### config.mk
export PLATFORM = sky130hd
export DESIGN_NAME = counter16_byte_access_unit
export DESIGN_NICKNAME = d
export VERILOG_FILES = /design/src/rtl/counter16_pkg.sv /design/src/rtl/timer_clock_if.sv /design/src/rtl/counter16_byte_access_unit.sv /design/src/rtl/timer_clock_select.sv
export SDC_FILE = /design/constraint.sdc
export NUM_CORES = 1
export LEC_CHECK = 0
export ABC_AREA = 1
export CAP_MARGIN = 20
export CELL_PAD_IN_SITES_DETAIL_PLACEMENT = 0
export CELL_PAD_IN_SITES_GLOBAL_PLACEMENT = 1
export CORE_MARGIN = 2
export CORE_UTILIZATION = 48
export DETAILED_ROUTE_END_ITERATION = 6
export DONT_BUFFER_PORTS = 1
export GPL_TIMING_DRIVEN = 0
export PLACE_DENSITY = 0.9
export SLEW_MARGIN = 5
export SYNTH_ARGS = -nofsm -noshare
export SYNTH_HDL_FRONTEND = slang
export SYNTH_SLANG_ARGS = --single-unit
### constraint.sdc
create_clock -name core_clk_in -period 4.3 [get_ports core_clk_in]
set_input_delay 0 -clock core_clk_in [delete_from_list [all_inputs] [get_ports core_clk_in]]
set_output_delay 0 -clock core_clk_in [all_outputs]
set_load 0.01 [all_outputs]
### src/rtl/counter16_pkg.sv
/*
 * Constants and types shared by the 16-bit counter unit and its clock selector.
 * Assumes a single system clock domain; all timer clocks are count enables.
 */
`default_nettype none

package counter16_pkg;

    // ------------------------------------------------------------------
    // Widths and reset values
    // ------------------------------------------------------------------
    localparam int CNT_W = 16;
    localparam int BYTE_W = 8;
    localparam int PRESC_W = 10;
    localparam logic [15:0] CNT_RESET = 16'h0000;
    localparam logic [7:0] TEMP_RESET = 8'h00;
    localparam logic [7:0] RDATA_RESET = 8'h00;
    localparam logic [9:0] PRESC_RESET = 10'h000;

    // ------------------------------------------------------------------
    // Count sequence limits
    // ------------------------------------------------------------------
    localparam logic [15:0] BOTTOM_VALUE = 16'h0000;
    localparam logic [15:0] MAX_VALUE = 16'hFFFF;
    localparam logic [15:0] TOP_FIX8 = 16'h00FF;
    localparam logic [15:0] TOP_FIX9 = 16'h01FF;
    localparam logic [15:0] TOP_FIX10 = 16'h03FF;
    localparam logic [15:0] CNT_STEP = 16'h0001;

    // ------------------------------------------------------------------
    // Clock select codes and prescaler tap masks
    // ------------------------------------------------------------------
    localparam logic [2:0] CS_NONE = 3'h0;
    localparam logic [2:0] CS_DIV1 = 3'h1;
    localparam logic [2:0] CS_DIV8 = 3'h2;
    localparam logic [2:0] CS_DIV64 = 3'h3;
    localparam logic [2:0] CS_DIV256 = 3'h4;
    localparam logic [2:0] CS_DIV1024 = 3'h5;
    localparam logic [2:0] CS_EXT_FALL = 3'h6;
    localparam logic [2:0] CS_EXT_RISE = 3'h7;
    localparam logic [9:0] MASK_DIV8 = 10'h007;
    localparam logic [9:0] MASK_DIV64 = 10'h03F;
    localparam logic [9:0] MASK_DIV256 = 10'h0FF;
    localparam logic [9:0] MASK_DIV1024 = 10'h3FF;

    // ------------------------------------------------------------------
    // Mode decoding types
    // ------------------------------------------------------------------
    typedef enum logic [2:0] {
        TOP_MAX = 3'b000,
        TOP_8 = 3'b001,
        TOP_9 = 3'b010,
        TOP_10 = 3'b011,
        TOP_CMPA = 3'b100,
        TOP_CAPT = 3'b101
    } top_src_e;

    typedef enum logic [1:0] {
        SLOPE_NORMAL = 2'b00,
        SLOPE_FAST = 2'b01,
        SLOPE_DUAL = 2'b10
    } slope_e;

    typedef enum logic {
        DIR_UP = 1'b0,
        DIR_DOWN = 1'b1
    } dir_e;

    // Waveform mode table: {slope, top source}, indexed by the 4-bit field.
    // Code 13 is reserved and behaves as normal counting.
    localparam logic [4:0] MODE_TABLE [16] = '{
        {SLOPE_NORMAL, TOP_MAX}, {SLOPE_DUAL, TOP_8}, {SLOPE_DUAL, TOP_9},
        {SLOPE_DUAL, TOP_10}, {SLOPE_NORMAL, TOP_CMPA}, {SLOPE_FAST, TOP_8},
        {SLOPE_FAST, TOP_9}, {SLOPE_FAST, TOP_10}, {SLOPE_DUAL, TOP_CAPT},
        {SLOPE_DUAL, TOP_CMPA}, {SLOPE_DUAL, TOP_CAPT}, {SLOPE_DUAL, TOP_CMPA},
        {SLOPE_NORMAL, TOP_CAPT}, {SLOPE_NORMAL, TOP_MAX}, {SLOPE_FAST, TOP_CAPT},
        {SLOPE_FAST, TOP_CMPA}
    };

endpackage : counter16_pkg

`default_nettype wire

### src/rtl/timer_clock_if.sv
/*
 * Carrier between the counter unit and its timer clock selector.
 * Assumes both ends share the system clock.
 */
`timescale 1ns/1ns
`default_nettype none

interface timer_clock_if;
    logic ce;
    logic [2:0] clock_select_field;
    logic ext_pin;
    logic tick;

    modport sel (
        input ce,
        input clock_select_field,
        input ext_pin,
        output tick
    );

    modport core (
        output ce,
        output clock_select_field,
        output ext_pin,
        input tick
    );
endinterface : timer_clock_if

`default_nettype wire

### src/rtl/counter16_byte_access_unit.sv
/*
 * 16-bit up/down counter with byte-wide CPU access through a shared high-byte
 * temporary register, mode driven TOP/BOTTOM and an overflow flag.
 * Assumes an 8-bit I/O bus with one select per byte location and one access
 * per cycle; compare and capture units sit outside and share the temporary
 * register through the temp load port.
 */
// Notes on behaviour
// - Counter is a 16-bit up/down counter, direction from an internal select.
// - Counter seen by CPU as separate high and low byte locations.
// - High byte location accesses only the temporary register.
// - Reading the low byte copies counter high byte into temp same cycle.
// - Writing the low byte loads temp and written byte together in one cycle.
// - Temp holds its value until rewritten, so one high byte serves many writes.
// - Timer clock comes from internal or external source by 3-bit select.
// - Select code zero gives no clock and the counter stands still.
// - CPU may read and write the counter with or without a timer clock.
// - A CPU counter write beats any clear or count in that cycle.
// - Each timer clock clears, increments or decrements as the mode asks.
// - A count step changes the counter by exactly one in the set direction.
// - Clear forces every counter bit to zero.
// - TOP shows when the counter equals the highest value of the sequence.
// - BOTTOM shows when the counter is zero.
// - Sequence chosen by the 4-bit waveform mode field.
// - Overflow flag set where the mode defines, offered as interrupt request.
// - TOP is 0xFFFF, 0x00FF, 0x01FF, 0x03FF, compare A or capture value by mode.
// - Compare register reads neither use nor change the temporary register.
`timescale 1ns/1ns
`default_nettype none

module counter16_byte_access_unit
    import counter16_pkg::*;
(
    input wire logic core_clk_in,
    input wire logic rst_n_in,
    input wire logic ce_in,
    input wire logic io_low_sel_in,
    input wire logic io_high_sel_in,
    input wire logic io_rd_in,
    input wire logic io_wr_in,
    input wire logic [7:0] io_wdata_in,
    output logic [7:0] io_rdata_out,
    input wire logic [2:0] clock_select_field_in,
    input wire logic [3:0] waveform_mode_field_in,
    input wire logic ext_clock_pin_in,
    input wire logic [15:0] compare_a_in,
    input wire logic [15:0] capture_in,
    input wire logic temp_load_in,
    input wire logic [7:0] temp_load_data_in,
    output logic [7:0] temp_byte_out,
    input wire logic overflow_clear_in,
    input wire logic overflow_ack_in,
    input wire logic overflow_irq_en_in,
    output logic [15:0] timer_count_value_out,
    output logic timer_clock_out,
    output logic top_out,
    output logic bottom_out,
    output logic direction_down_out,
    output logic overflow_flag_out,
    output logic overflow_irq_out
);

    // ------------------------------------------------------------------
    // State
    // ------------------------------------------------------------------
    typedef struct packed {
        logic [CNT_W-1:0] cnt;
        logic [BYTE_W-1:0] temp;
        logic [BYTE_W-1:0] rdata;
        dir_e dir;
        logic ovf;
    } unit_state_s;

    unit_state_s st_q;
    unit_state_s st_d;

    // ------------------------------------------------------------------
    // Mode decoding
    // ------------------------------------------------------------------
    // Slope class of a waveform mode; used by the count and flag logic
    function automatic slope_e mode_slope(input logic [3:0] mode);
        logic [4:0] entry;
        entry = MODE_TABLE[mode];
        return slope_e'(entry[4:3]);
    endfunction : mode_slope

    // TOP of a waveform mode; compare A or capture come from outside units
    function automatic logic [15:0] mode_top(
        input logic [3:0] mode,
        input logic [15:0] cmpa,
        input logic [15:0] capt
    );
        logic [4:0] entry;
        logic [15:0] top;
        entry = MODE_TABLE[mode];
        case (top_src_e'(entry[2:0]))
            TOP_MAX: top = MAX_VALUE;
            TOP_8: top = TOP_FIX8;
            TOP_9: top = TOP_FIX9;
            TOP_10: top = TOP_FIX10;
            TOP_CMPA: top = cmpa;
            TOP_CAPT: top = capt;
            default: top = MAX_VALUE;
        endcase
        return top;
    endfunction : mode_top

    slope_e slope;
    logic [15:0] top_value;
    logic at_top;
    logic at_bottom;
    logic at_max;

    // Sequence limits from the current mode and counter
    always_comb begin
        slope = mode_slope(waveform_mode_field_in);
        top_value = mode_top(waveform_mode_field_in, compare_a_in, capture_in);
        at_top = (st_q.cnt == top_value);
        at_bottom = (st_q.cnt == BOTTOM_VALUE);
        at_max = (st_q.cnt == MAX_VALUE);
    end

    // ------------------------------------------------------------------
    // Timer clock selection
    // ------------------------------------------------------------------
    timer_clock_if tc_bus ();

    // The selector only produces a count enable, never a clock edge
    assign tc_bus.ce = ce_in;
    assign tc_bus.clock_select_field = clock_select_field_in;
    assign tc_bus.ext_pin = ext_clock_pin_in;

    timer_clock_select u_clock_select (
        .core_clk_in(core_clk_in),
        .rst_n_in(rst_n_in),
        .tc(tc_bus.sel)
    );

    logic tick;
    assign tick = tc_bus.tick;

    // ------------------------------------------------------------------
    // CPU access decode
    // ------------------------------------------------------------------
    // A write and a read in one cycle is treated as a write
    logic wr_low;
    logic wr_high;
    logic rd_low;
    logic rd_high;

    always_comb begin
        wr_low = io_low_sel_in && io_wr_in;
        wr_high = io_high_sel_in && io_wr_in;
        rd_low = io_low_sel_in && io_rd_in && !io_wr_in;
        rd_high = io_high_sel_in && io_rd_in && !io_wr_in;
    end

    // ------------------------------------------------------------------
    // Count step
    // ------------------------------------------------------------------
    logic [15:0] cnt_step;
    dir_e dir_step;
    logic ovf_event;

    // Next counter value for one timer clock, ignoring CPU writes
    always_comb begin
        cnt_step = st_q.cnt;
        dir_step = st_q.dir;
        ovf_event = 1'b0;
        case (slope)
            SLOPE_NORMAL: begin
                dir_step = DIR_UP;
                ovf_event = at_max;
                if (at_top) begin
                    cnt_step = BOTTOM_VALUE;
                end else begin
                    cnt_step = st_q.cnt + CNT_STEP;
                end
            end
            SLOPE_FAST: begin
                dir_step = DIR_UP;
                ovf_event = at_top;
                if (at_top) begin
                    cnt_step = BOTTOM_VALUE;
                end else begin
                    cnt_step = st_q.cnt + CNT_STEP;
                end
            end
            SLOPE_DUAL: begin
                ovf_event = at_bottom;
                // Turn round at the ends so TOP and BOTTOM are each seen once
                if (st_q.dir == DIR_UP && at_top) begin
                    dir_step = DIR_DOWN;
                end else if (st_q.dir == DIR_DOWN && at_bottom) begin
                    dir_step = DIR_UP;
                end
                if (dir_step == DIR_UP) begin
                    cnt_step = st_q.cnt + CNT_STEP;
                end else begin
                    cnt_step = st_q.cnt - CNT_STEP;
                end
            end
            default: begin
                cnt_step = st_q.cnt;
                dir_step = st_q.dir;
                ovf_event = 1'b0;
            end
        endcase
    end

    // ------------------------------------------------------------------
    // Next state
    // ------------------------------------------------------------------
    always_comb begin
        st_d = st_q;
        if (ce_in) begin
            // Counter: CPU low-byte write first, then a timer clock
            if (wr_low) begin
                st_d.cnt = {st_q.temp, io_wdata_in};
            end else if (tick) begin
                st_d.cnt = cnt_step;
                st_d.dir = dir_step;
            end

            // Temporary register: only these causes change it
            if (wr_high) begin
                st_d.temp = io_wdata_in;
            end else if (rd_low) begin
                st_d.temp = st_q.cnt[15:8];
            end else if (temp_load_in) begin
                st_d.temp = temp_load_data_in;
            end

            // Read data is registered; the high location returns temp
            if (rd_low) begin
                st_d.rdata = st_q.cnt[7:0];
            end else if (rd_high) begin
                st_d.rdata = st_q.temp;
            end

            // Overflow flag: a set in the clearing cycle is kept
            if (overflow_clear_in || overflow_ack_in) begin
                st_d.ovf = 1'b0;
            end
            if (tick && !wr_low && ovf_event) begin
                st_d.ovf = 1'b1;
            end
        end
    end

    // ------------------------------------------------------------------
    // State register
    // ------------------------------------------------------------------
    always_ff @(posedge core_clk_in or negedge rst_n_in) begin
        if (!rst_n_in) begin
            st_q.cnt <= CNT_RESET;
            st_q.temp <= TEMP_RESET;
            st_q.rdata <= RDATA_RESET;
            st_q.dir <= DIR_UP;
            st_q.ovf <= 1'b0;
        end else begin
            st_q <= st_d;
        end
    end

    // ------------------------------------------------------------------
    // Outputs
    // ------------------------------------------------------------------
    // Flag and data come straight from flip-flops; indications are compares
    always_comb begin
        io_rdata_out = st_q.rdata;
        temp_byte_out = st_q.temp;
        timer_count_value_out = st_q.cnt;
        timer_clock_out = tick;
        top_out = at_top;
        bottom_out = at_bottom;
        direction_down_out = (st_q.dir == DIR_DOWN);
        overflow_flag_out = st_q.ovf;
        overflow_irq_out = st_q.ovf && overflow_irq_en_in;
    end

endmodule : counter16_byte_access_unit

`default_nettype wire

### src/rtl/timer_clock_select.sv
/*
 * Timer clock selector: free running prescaler plus external pin edge detect,
 * producing a one-cycle count enable. The external pin is taken as already
 * synchronous to the system clock.
 */
`timescale 1ns/1ns
`default_nettype none

module timer_clock_select
    import counter16_pkg::*;
(
    input wire logic core_clk_in,
    input wire logic rst_n_in,
    timer_clock_if.sel tc
);

    typedef struct packed {
        logic [PRESC_W-1:0] presc;
        logic pin;
    } sel_state_s;

    sel_state_s st_q;
    sel_state_s st_d;

    // ------------------------------------------------------------------
    // Tap decode
    // ------------------------------------------------------------------
    // Tick is combinational so the counter moves in the same cycle as the tap
    always_comb begin
        case (tc.clock_select_field)
            CS_NONE: tc.tick = 1'b0;
            CS_DIV1: tc.tick = tc.ce;
            CS_DIV8: tc.tick = tc.ce && ((st_q.presc & MASK_DIV8) == MASK_DIV8);
            CS_DIV64: tc.tick = tc.ce && ((st_q.presc & MASK_DIV64) == MASK_DIV64);
            CS_DIV256: tc.tick = tc.ce && ((st_q.presc & MASK_DIV256) == MASK_DIV256);
            CS_DIV1024: tc.tick = tc.ce && (st_q.presc == MASK_DIV1024);
            CS_EXT_FALL: tc.tick = tc.ce && st_q.pin && !tc.ext_pin;
            CS_EXT_RISE: tc.tick = tc.ce && !st_q.pin && tc.ext_pin;
            default: tc.tick = 1'b0;
        endcase
    end

    // Prescaler runs whenever ce is high, whatever the select code; code zero stops only the tick
    always_comb begin
        st_d = st_q;
        if (tc.ce) begin
            st_d.presc = st_q.presc + 10'h001;
            st_d.pin = tc.ext_pin;
        end
    end

    always_ff @(posedge core_clk_in or negedge rst_n_in) begin
        if (!rst_n_in) begin
            st_q <= '0;
        end else begin
            st_q <= st_d;
        end
    end

endmodule : timer_clock_select

`default_nettype wire

* After elaboration in Yosys (flattened, before gate mapping)
Memories as Yosys holds them, arrays and structs flattened.
Cells that the tools add are included.
** Operators by class
- Order comparisons :: 1
- Multiplexer cells :: 21
- Add/sub/neg operators :: 3
- Bitwise logic cells :: 3
- Reductions and logical operators :: 39
- Eq/ne operators :: 20
** Operators by type and width (number)
- 16-bit one-hot mux with 5 select lines :: 1
- 16-bit 2-to-1 mux :: 4
- 8-bit 2-to-1 mux :: 5
- 16-bit one-hot mux with 2 select lines :: 1
- 3-bit == test, second input constant :: 7
- 1-bit logical AND :: 19
- 16-bit by 1-bit adder with 16-bit output, second input constant :: 1
- 16-bit == test :: 1
- 16-bit == test, second input constant :: 1
- 16-bit logical NOT :: 1
- 16-bit by 1-bit subtractor with 16-bit output, second input constant :: 1
- 3-bit by 2-bit == test with 1-bit output, second input constant :: 4
- 10-bit by 1-bit adder with 10-bit output, second input constant :: 1
- 10-bit == test, second input constant :: 1
- 5-bit 2-to-1 mux :: 2
- 8-bit == test, second input constant :: 1
- 1-bit one-hot mux with 8 select lines :: 1
- 2-bit nonzero test :: 4
- 3-bit by 1-bit == test with 1-bit output, second input constant :: 2
- 6-bit == test, second input constant :: 1
- 2-bit AND reduction :: 3
- 3-bit nonzero test :: 2
- 5-bit >= comparator, second input constant :: 1
- 1-bit 2-to-1 mux :: 5
- other kinds (13) :: 17
** Word-level totals
- ROM bits :: 80
- Register bits :: 45
- Output and inout bits :: 38
- Memories kept :: 1
- Input bits :: 67
** Memory list
- (no name shown) :: depth 16, width 5, read ports 1, clocked after Yosys merged registers in 0, write ports 0, RTL line counter16_byte_access_unit.sv:95 : entry = MODE_TABLE[mode];

* Logic depth before layout (Yosys ltp)
Gate-level depths: netlist of run 1.
- Word-level depth :: 14
- Gate-level depth with buffers :: 20
- Mapped depth without buffers :: 20

* By module
Synthesis of run 1 repeated with hierarchy kept, for this count alone.
** Second synthesis, totals
- Cell total of the unflattened synthesis :: 700
- Area, all modules :: 4362.9 um2
** By module, submodules not included
- counter16_byte_access_unit :: area an instance 3734.8 um2, cells each 619, sequential area each 850.8 um2, times used 1
- timer_clock_select :: area an instance 628.1 um2, cells each 81, sequential area each 275.3 um2, times used 1

* Worst setup path before layout of run 1
No wires, ideal clock.
- Path kind :: register -> register
- Start point :: register st_q, in the netlist timer_count_value_out[2]
- End point :: register st_q, in the netlist timer_count_value_out[13]
- Period minus slack after synthesis :: 2107 ps
- Arrival time :: 1991 ps
- Stages on the path, launching flop included :: 15
- Path buffers :: 1
- Library setup time :: 117 ps
- Path slack :: 2193 ps
- Path through :: dfrtp_1 buf_2 nand3_1 nor2_1 nand2_1 nor2_1 nand2_1 nor3_1 nand3_1 xor2_1 nand3b_1 nand3_1 nand3_1 nand2_1 nand2_1
** On the way
- Cells in the longest elaborated chain, start to end :: 9
** RTL lines
- from (decl) :: RTL line counter16_byte_access_unit.sv:74 : unit_state_s st_q;
- from (signal assigned) :: RTL line counter16_byte_access_unit.sv:262 : st_q <= st_d;
- branches (longest 6 deep; another with 16-bit by 1-bit adder with 16-bit output)
- 16-bit one-hot mux with 2 select lines (*) :: RTL line counter16_byte_access_unit.sv:170 : case (slope)
- 16-bit 2-to-1 mux (*) :: RTL line counter16_byte_access_unit.sv:220 : end else if (tick) begin
- 16-bit 2-to-1 mux (*) :: RTL line counter16_byte_access_unit.sv:218 : if (wr_low) begin
Mark *: on every way between the ends. The select of a mux whose other input is x is not followed.
A chain may end at the register's enable or synchronous reset.

* Final worst setup path of run 1
- Start point :: register st_q, in the netlist timer_count_value_out[1]
- End point :: register st_q, in the netlist timer_count_value_out[13]
Same word-level chain as after synthesis.

==> flow_metrics.py, run 1 <==
metrics = {
    "outcome": {
        "outcome": "finished clean",
    },
    "global_routing": {
        "grt_pass1_vias": 4342,
        "grt_max_degree": 46,
        "grtUsageTotal_pct": 27.8,
        "grt_pass1_wl_um": 22100,
        "grt-ovfl-total": 0,
        "antenna_found_initial": 0,
    },
    "detailed_routing": {
        "route.met3.wl_um": 752,
        "wl_um": 13500,
        "wl_met2_um": 6380,
        "top_layer": "met4",
        "wl_met1_um": 6170,
        "viasPerCell": 5.61,
        "routedWlPerCell_um": 16.5,
        "firstDrtPassIters": 5,
        "vias": 4580,
        "ant_nets": 0,
        "drc_errors": 0,
        "drt_iter0_markers": 347,
    },
    "worst_setup_path": {
        "slowest_stage": "dfrtp_1",
        "cp.required_ns": 4.48,
        "critPathMaxFanout": 8,
        "cp-end-kind": "flip-flop",
        "cp.arrival_ns": 2.81,
        "crit_path_start_kind": "flip-flop",
        "critPathMaxStageDelay_ns": 0.63,
        "crit_chain": "nand3_1, nor2_1, nand2_1, nor2_1, nand2_1, nor3_1, nand3_1, xor2_1, nand3b_1, nand3_1, nand3_1, nand2_1, nand2_1",
        "crit_type": "reg2reg",
    },
    "clock_network": {
        "clk_pin_slew_worst_paths_ns": 0.09,
        "clockRootBuffer": "clkbuf_8",
        "htreeDepth": 2,
        "clkLatencyLatePin_ns": 0.30,
        "cts_hold_buffers": 22,
        "cts_tree": "built",
        "numCtsBuffers": 5,
        "cts_sinks": 45,
        "clockBufferDepth": 2,
        "cts_resized": 0,
        "postCtsSetupBuffers": 0,
    },
    "placement": {
        "dp_cells": 787,
        "hpwl_um": 10800,
        "gp_congestion": 0.937,
        "dp_slack_ns": 1.71,
        "io_buffers": 0,
    },
    "floorplanning": {
        "row_count": 34,
        "die_y_um": 98.5,
        "initial_utilization_pct": 49.4,
        "coreArea_um2": 8680,
        "ioPinCount": 105,
        "die_width_um": 98.5,
        "die_area_um2": 9710,
    },
    "layout": {
        "area_delta_synth_final_pct": 11.5,
        "fillers": 923,
        "insertedDiodeCount": 0,
        "fin_cells": 817,
        "fin_nets": 782,
        "drive_gt1_share_pct": 7.48,
    },
    "timing": {
        "timing.final.hold_violations": 0,
        "drv_slew": 0,
        "max_freq_mhz": 380,
        "fin_hold_ws_ns": 0.0151,
        "rsz0062_at_grt": "false",
        "tightest_slew_ns": 0.758,
        "slew_headroom_pct": 49.1,
        "skew_ns": 0.0132,
        "tns_ns": 0,
        "min_period_ns": 2.63,
        "setup_ws_ns": 1.67,
        "post-route-period-util_pct": 61.2,
        "setup_viol": 0,
    },
    "job": {
        "cap_violations": 0,
    },
    "yosys": {
        "yosys_register_bits": 45,
        "netlist_area_um2": 4290,
        "async_reset_ff_share_pct": 100,
        "synth_edf_count": 0,
        "synth_cell_types": 45,
        "yosysSeqAreaShare_pct": 26.2,
        "ys_warn_count": 0,
        "synth_ff_type": "dfrtp_1",
        "syn_nets": 753,
        "syn_inst": 679,
        "syn_avg_cell_area_um2": 6.32,
    },
    "pwr": {
        "leakage_uw": 0.00242,
        "cellPowerDensity_nw_per_um2": 444,
        "pwr-share-clk_pct": 15.9,
        "combPwrFrac_pct": 49.8,
        "intPower_uw": 1090,
        "switching_share_pct": 48.6,
        "irDropWorstVdd_uv": 274,
        "seq_power_share_pct": 34.3,
        "p_sw_uw": 1030,
    },
    "worst_hold_path": {
        "min_path_type": "in2reg",
    },
}
==> power groups by stage <==
stage               clock network, uW  logic (uW)  registers, uW
floorplan                           0         775            683
global placement                    0         991            736
detailed placement                  0        1010            738
CTS                               342        1050            731
global route                      355        1200            746
finish                            337        1060            728
==> cell usage in the layout, fill, tap and decap left out, types with 11 or more instances in the layout <==
cell           count
o21ai_0           37
dfrtp_1           45
clkbuf_1          14
nor2_1            58
dlygate4sd3_1     21
nand3_1           70
inv_1             82
o211ai_1          11
a21oi_1           22
xor2_1            27
nand2_1          190
nand4_1           29
==> Yosys cell counts, types with 6 or more instances <==
| master | instances | share of area [%] |
|---|---|---|
| nand2_1 | 190 | 17 |
| inv_1 | 82 | 7.2 |
| nand3_1 | 70 | 8.2 |
| nor2_1 | 58 | 5.1 |
| dfrtp_1 | 45 | 26 |
| o21ai_0 | 37 | 4.3 |
| nand4_1 | 29 | 4.2 |
| xor2_1 | 27 | 5.5 |
| a21oi_1 | 22 | 2.6 |
| clkbuf_1 | 14 | 1.2 |
| o211ai_1 | 11 | 1.9 |
| nor3_1 | 9 | 1.0 |
| o21ai_1 | 8 | 0.93 |
| ha_1 | 7 | 2.0 |
| nand2_2 | 7 | 1.0 |
| buf_2 | 6 | 0.70 |
==> critical path, delay by kind of cell, from the launching register on <==
family	cells	cell delay [ns]
xor gates and xnor gates	1	0.18
DFF	1	0.63
and+or+nand+nor	12	1.69
==> routing by layer <==
layer	up-vias	track usage, %
li1	2270	-
met3	26	4.82
met2	159	46.6
met1	2125	38.2
met5	-	0
met4	0	5.06
==> sequential cells by signal, summed over array words and instances, names as in the netlist <==
register               count
direction_down_out         1
u_clock_select.st_q       11
io_rdata_out               8
temp_byte_out              8
overflow_flag_out          1
timer_count_value_out     16
==> path summary, 6_finish.rpt <==
| kind | start | endpoint | slack, ns | depth (start not counted) |
|---|---|---|---|---|
| hold reg to reg | u_clock_select.st_q[10] | u_clock_select.st_q[10] | 0.48 | 1 |
| hold / removal | io_wdata_in[2] | timer_count_value_out[2] | 0.02 | 4 |
| max in group asynchronous | rst_n_in | timer_count_value_out[8] | 3.90 | 2 |
| setup reg to reg | timer_count_value_out[1] | timer_count_value_out[13] | 1.67 | 13 |
| setup / recovery | timer_count_value_out[1] | timer_count_value_out[13] | 1.67 | 13 |
| min in group asynchronous | rst_n_in | temp_byte_out[2] | 0.18 | 2 |
==> cell type report <==
class                   instances  area (um^2)  area share, %
flip-flops and latches         45         1130           23.5
multi-input cells             517         2660           55.6
clock buffers                   6         82.6           1.73
well taps                     108          135           2.83
inverters                      89          337           7.04
plain buffers                  28          168           3.51
clock inverters                 2         37.5          0.785
repair buffers                 22          238           4.97
==> through the flow <==
stage	cell area [um^2]	utilization [%]	power [uW]
after CTS	4780	55.1	2120
after floorplan	4290	-	1460
after global placement	4430	51.0	1730
after detailed placement	4430	51.0	1750
final	4780	55.1	2120
after global routing	4780	55.1	2300
==> kinds of logic (layout without fill, tap and decap cells) <==
logic type / count (synthesis) / in the layout / synth area share, %
buf+inv: 117 / 147 / 11.8
flops: 45 / 45 / 26.2
fa+ha+maj: 7 / 7 / 2.04
xor+xnor: 30 / 30 / 6.12
simple gates: 384 / 384 / 40.9
compound gates: 96 / 96 / 12.9
Note: power is estimated with default switching activity, not from simulation.
==> run 2: changes to the inputs <==
--- a/config.mk
+++ b/config.mk
@@ -5,16 +5,16 @@
 export SDC_FILE = /design/constraint.sdc
 export NUM_CORES = 1
 export LEC_CHECK = 0
-export ABC_AREA = 1
+export ABC_AREA = 0
 export CAP_MARGIN = 20
 export CELL_PAD_IN_SITES_DETAIL_PLACEMENT = 0
 export CELL_PAD_IN_SITES_GLOBAL_PLACEMENT = 1
 export CORE_MARGIN = 2
-export CORE_UTILIZATION = 48
+export CORE_UTILIZATION = 47
 export DETAILED_ROUTE_END_ITERATION = 6
 export DONT_BUFFER_PORTS = 1
 export GPL_TIMING_DRIVEN = 0
-export PLACE_DENSITY = 0.9
+export PLACE_DENSITY = 0.86
 export SLEW_MARGIN = 5
 export SYNTH_ARGS = -nofsm -noshare
 export SYNTH_HDL_FRONTEND = slang
==> constraint.sdc (replaced) <==
create_clock -name core_clk_in -period 2.65 [get_ports core_clk_in]
set_input_delay 0 -clock core_clk_in [delete_from_list [all_inputs] [get_ports core_clk_in]]
set_output_delay 0 -clock core_clk_in [all_outputs]
set_load 0.01 [all_outputs]
==> run 2 against run 1 <==
The flow now finishes with violations (negative setup slack); non-clock buffer count increased by 23; core utilization increased by 5.3 points; setup slack got worse by 2.0 ns; combinational power increased by 94%; highest routed layer unchanged; largest power group unchanged; worst hold slack got worse by 0.0078 ns; critical endpoint is now timer_count_value_out[12].
==> flow_metrics.py, run 2 <==
metrics = {
    "yosys": {
        "synth.top_cells.by_area": "dfrtp_1 28%, nand2_1 6.5%, o21ai_0 5.5%",
        "synth_edf_count": 0,
        "ys_warn_count": 0,
        "syn_avg_cell_area_um2": 7.61,
        "synthMuxAreaShare_pct": 3.94,
        "yosys.area_share.simple_pct": 26.1,
        "synth_fa_ha_area_share_pct": 2.15,
        "synth_top_family_by_area": "compound AO/OA/AOI/OAI gates",
        "synth_cell_types": 69,
        "yosys_register_bits": 45,
        "async_reset_ff_share_pct": 100,
        "synth_ff_type": "dfrtp_1",
        "netlist_area_um2": 4070,
        "synth_common_cells": "70 x nand2_1, 46 x nor2_1, 45 x dfrtp_1, 45 x o21ai_0, 29 x clkbuf_1",
        "synth_top_area_cell": "dfrtp_1",
        "synth.most_common_cell": "nand2_1",
        "yosysSeqAreaShare_pct": 27.7,
        "syn_nets": 608,
        "syn_inst": 534,
        "synth_top_area_share_pct": 27.7,
        "yosys.area_share.xor_xnor_pct": 5.39,
        "synth_compound_area_share_pct": 29.1,
    },
    "clock_network": {
        "clockRootBuffer": "clkbuf_8",
        "clockBufferDepth": 2,
        "clkLatencyLatePin_ns": 0.31,
        "cts_tree": "built",
        "htreeDepth": 2,
        "cts_sinks": 45,
        "clk_pin_slew_worst_paths_ns": 0.09,
        "numCtsBuffers": 5,
    },
    "layout": {
        "fin_nets": 651,
        "final_common_cell": "nand2_1",
        "layout_common_cells": "68 x nand2_1, 44 x nor2_1, 42 x o21ai_0",
        "largest_reg_flops": 16,
        "drive_gt1_share_pct": 20.1,
        "area_delta_synth_final_pct": 23.3,
        "post-route-util_pct": 60.4,
        "fillers": 727,
        "insertedDiodeCount": 0,
    },
    "pwr": {
        "fin_total_pwr_uw": 3870,
        "cellPowerDensity_nw_per_um2": 772,
        "leakage_uw": 0.00192,
        "irDropWorstVdd_uv": 501,
    },
    "outcome": {
        "violations": "negative setup slack",
        "outcome": "finished, violations left",
    },
    "worst_setup_path": {
        "critPathMaxFanout": 5,
        "cp-end-kind": "flip-flop",
        "cp.arrival_ns": 3.16,
        "cp.required_ns": 2.83,
        "crit_type": "reg2reg",
        "crit_path_start_kind": "flip-flop",
    },
    "floorplanning": {
        "row_count": 33,
        "coreArea_um2": 8300,
        "die_area_um2": 9410,
        "die_y_um": 97,
        "ioPinCount": 105,
        "initial_utilization_pct": 49.0,
        "die_width_um": 97,
    },
    "detailed_routing": {
        "wl_um": 14400,
        "routedWlPerCell_um": 21.1,
        "firstDrtPassIters": 6,
        "vias": 4592,
        "viasPerCell": 6.72,
        "drt_iter0_markers": 423,
        "drc_errors": 0,
        "ant_nets": 0,
    },
    "global_routing": {
        "antenna_found_initial": 0,
        "grt-ovfl-total": 0,
        "grt_max_degree": 46,
        "grt_pass1_vias": 4368,
        "grtUsageTotal_pct": 29.0,
        "grt_pass1_wl_um": 22500,
    },
    "placement": {
        "dp_slack_ns": -0.687,
        "io_buffers": 0,
        "hpwl_um": 10200,
        "gp_congestion": 0.939,
    },
    "timing": {
        "setup_ws_ns": -0.328,
        "slew_headroom_pct": 36.1,
        "max_freq_mhz": 336,
        "post-route-period-util_pct": 112,
        "tightest_slew_ns": 0.955,
        "skew_ns": 0.0112,
        "setup_viol": 18,
        "min_period_ns": 2.98,
        "timing.final.hold_violations": 0,
        "rsz0062_at_grt": "true",
        "drv_slew": 0,
    },
    "worst_hold_path": {
        "min_path_type": "in2reg",
    },
    "job": {
        "cap_violations": 0,
    },
}
[run 2: cell types whose count changed after synthesis, sizes merged, moves of 10 or more]
cell    change
a221oi     +13
clkbuf     +13
inv        -70
mux2i      +10
nand2     -131
nand3      -56
nand4      -20
nor2       -18
o22ai      +11
o31ai      +16
xnor2      +13
xor2       -18
[run 2: worst paths after layout]
| kind | startpoint | to | slack [ns] | depth (start not counted) |
|---|---|---|---|---|
| min in group asynchronous | rst_n_in | timer_count_value_out[4] | 0.18 | 2 |
| hold / removal | temp_load_data_in[1] | temp_byte_out[1] | 0.007 | 4 |
| hold reg to reg | u_clock_select.st_q[10] | u_clock_select.st_q[10] | 0.47 | 1 |
| setup reg to reg | timer_count_value_out[3] | timer_count_value_out[12] | -0.33 | 11 |
| max in group asynchronous | rst_n_in | timer_count_value_out[13] | 2.24 | 2 |
| setup / recovery | timer_count_value_out[3] | timer_count_value_out[12] | -0.33 | 11 |
[run 2: layout make-up]
cell class	instances	area, um^2	area share (%)
Sequential cell	45	1130	22.6
Clock inverter	3	46.3	0.923
Multi-Input combinational cell	435	2990	59.6
Tap cell	105	131	2.62
Timing Repair Buffer	36	363	7.24
Inverter	17	75.1	1.50
Buffer	37	209	4.17
Clock buffer	5	68.8	1.37
[run 2: cells by family (layout without fill, tap and decap cells)]
family,Yosys count,after routing
simple gates,216,216
compound gates,172,173
buf+inv,55,98
flops,45,45
xor+xnor,25,25
mux,14,14
fa+ha+maj,7,7
[run 2: power by group]
group | internal, uW | switching (uW)
clock | 282 | 254
sequential | 904 | 373
combinational | 871 | 1180
total | 2060 | 1810
[run 2: metrics by stage]
stage,area (um^2),setup TNS [ns],std cells,hold slack (ns)
floorplan,4120,-1.87,534,-0.296
global placement,4250,-9.00,639,-0.294
detailed placement,4250,-9.58,639,-0.295
CTS,4810,-3.63,675,0.00833
global route,5010,-5.65,683,0.0199
finish,5010,-4.11,683,0.00729
[run 2: metal layers]
layer	GRT usage, %	vias to the layer above	part of all wire [%]
met5	0	-	0
met4	10.4	0	3.5
met3	6.50	58	9.0
met2	46.3	263	47
met1	38.8	2204	40
li1	-	2067	-
[run 2: repair_timing]
action	CTS	global route
endpoints found under the setup margin	18	18
gates cloned	1	1
pin swaps	26	17
setup buffers	17	7
resized for setup	50	34
hold buffers	11	0
endpoints found under the hold margin	61	0
[run 2: critical path: stages, from the launching register on]
cell and delay, ns:
dfrtp_2 0.42, buf_8 0.13, clkinvlp_4 0.08, o31ai_1 0.07, a221oi_1 0.12, or4_4 0.52
or4_4 0.48, buf_6 0.15, nor3_4 0.28, a21oi_4 0.11, a2111oi_4 0.42, nor3_2 0.06
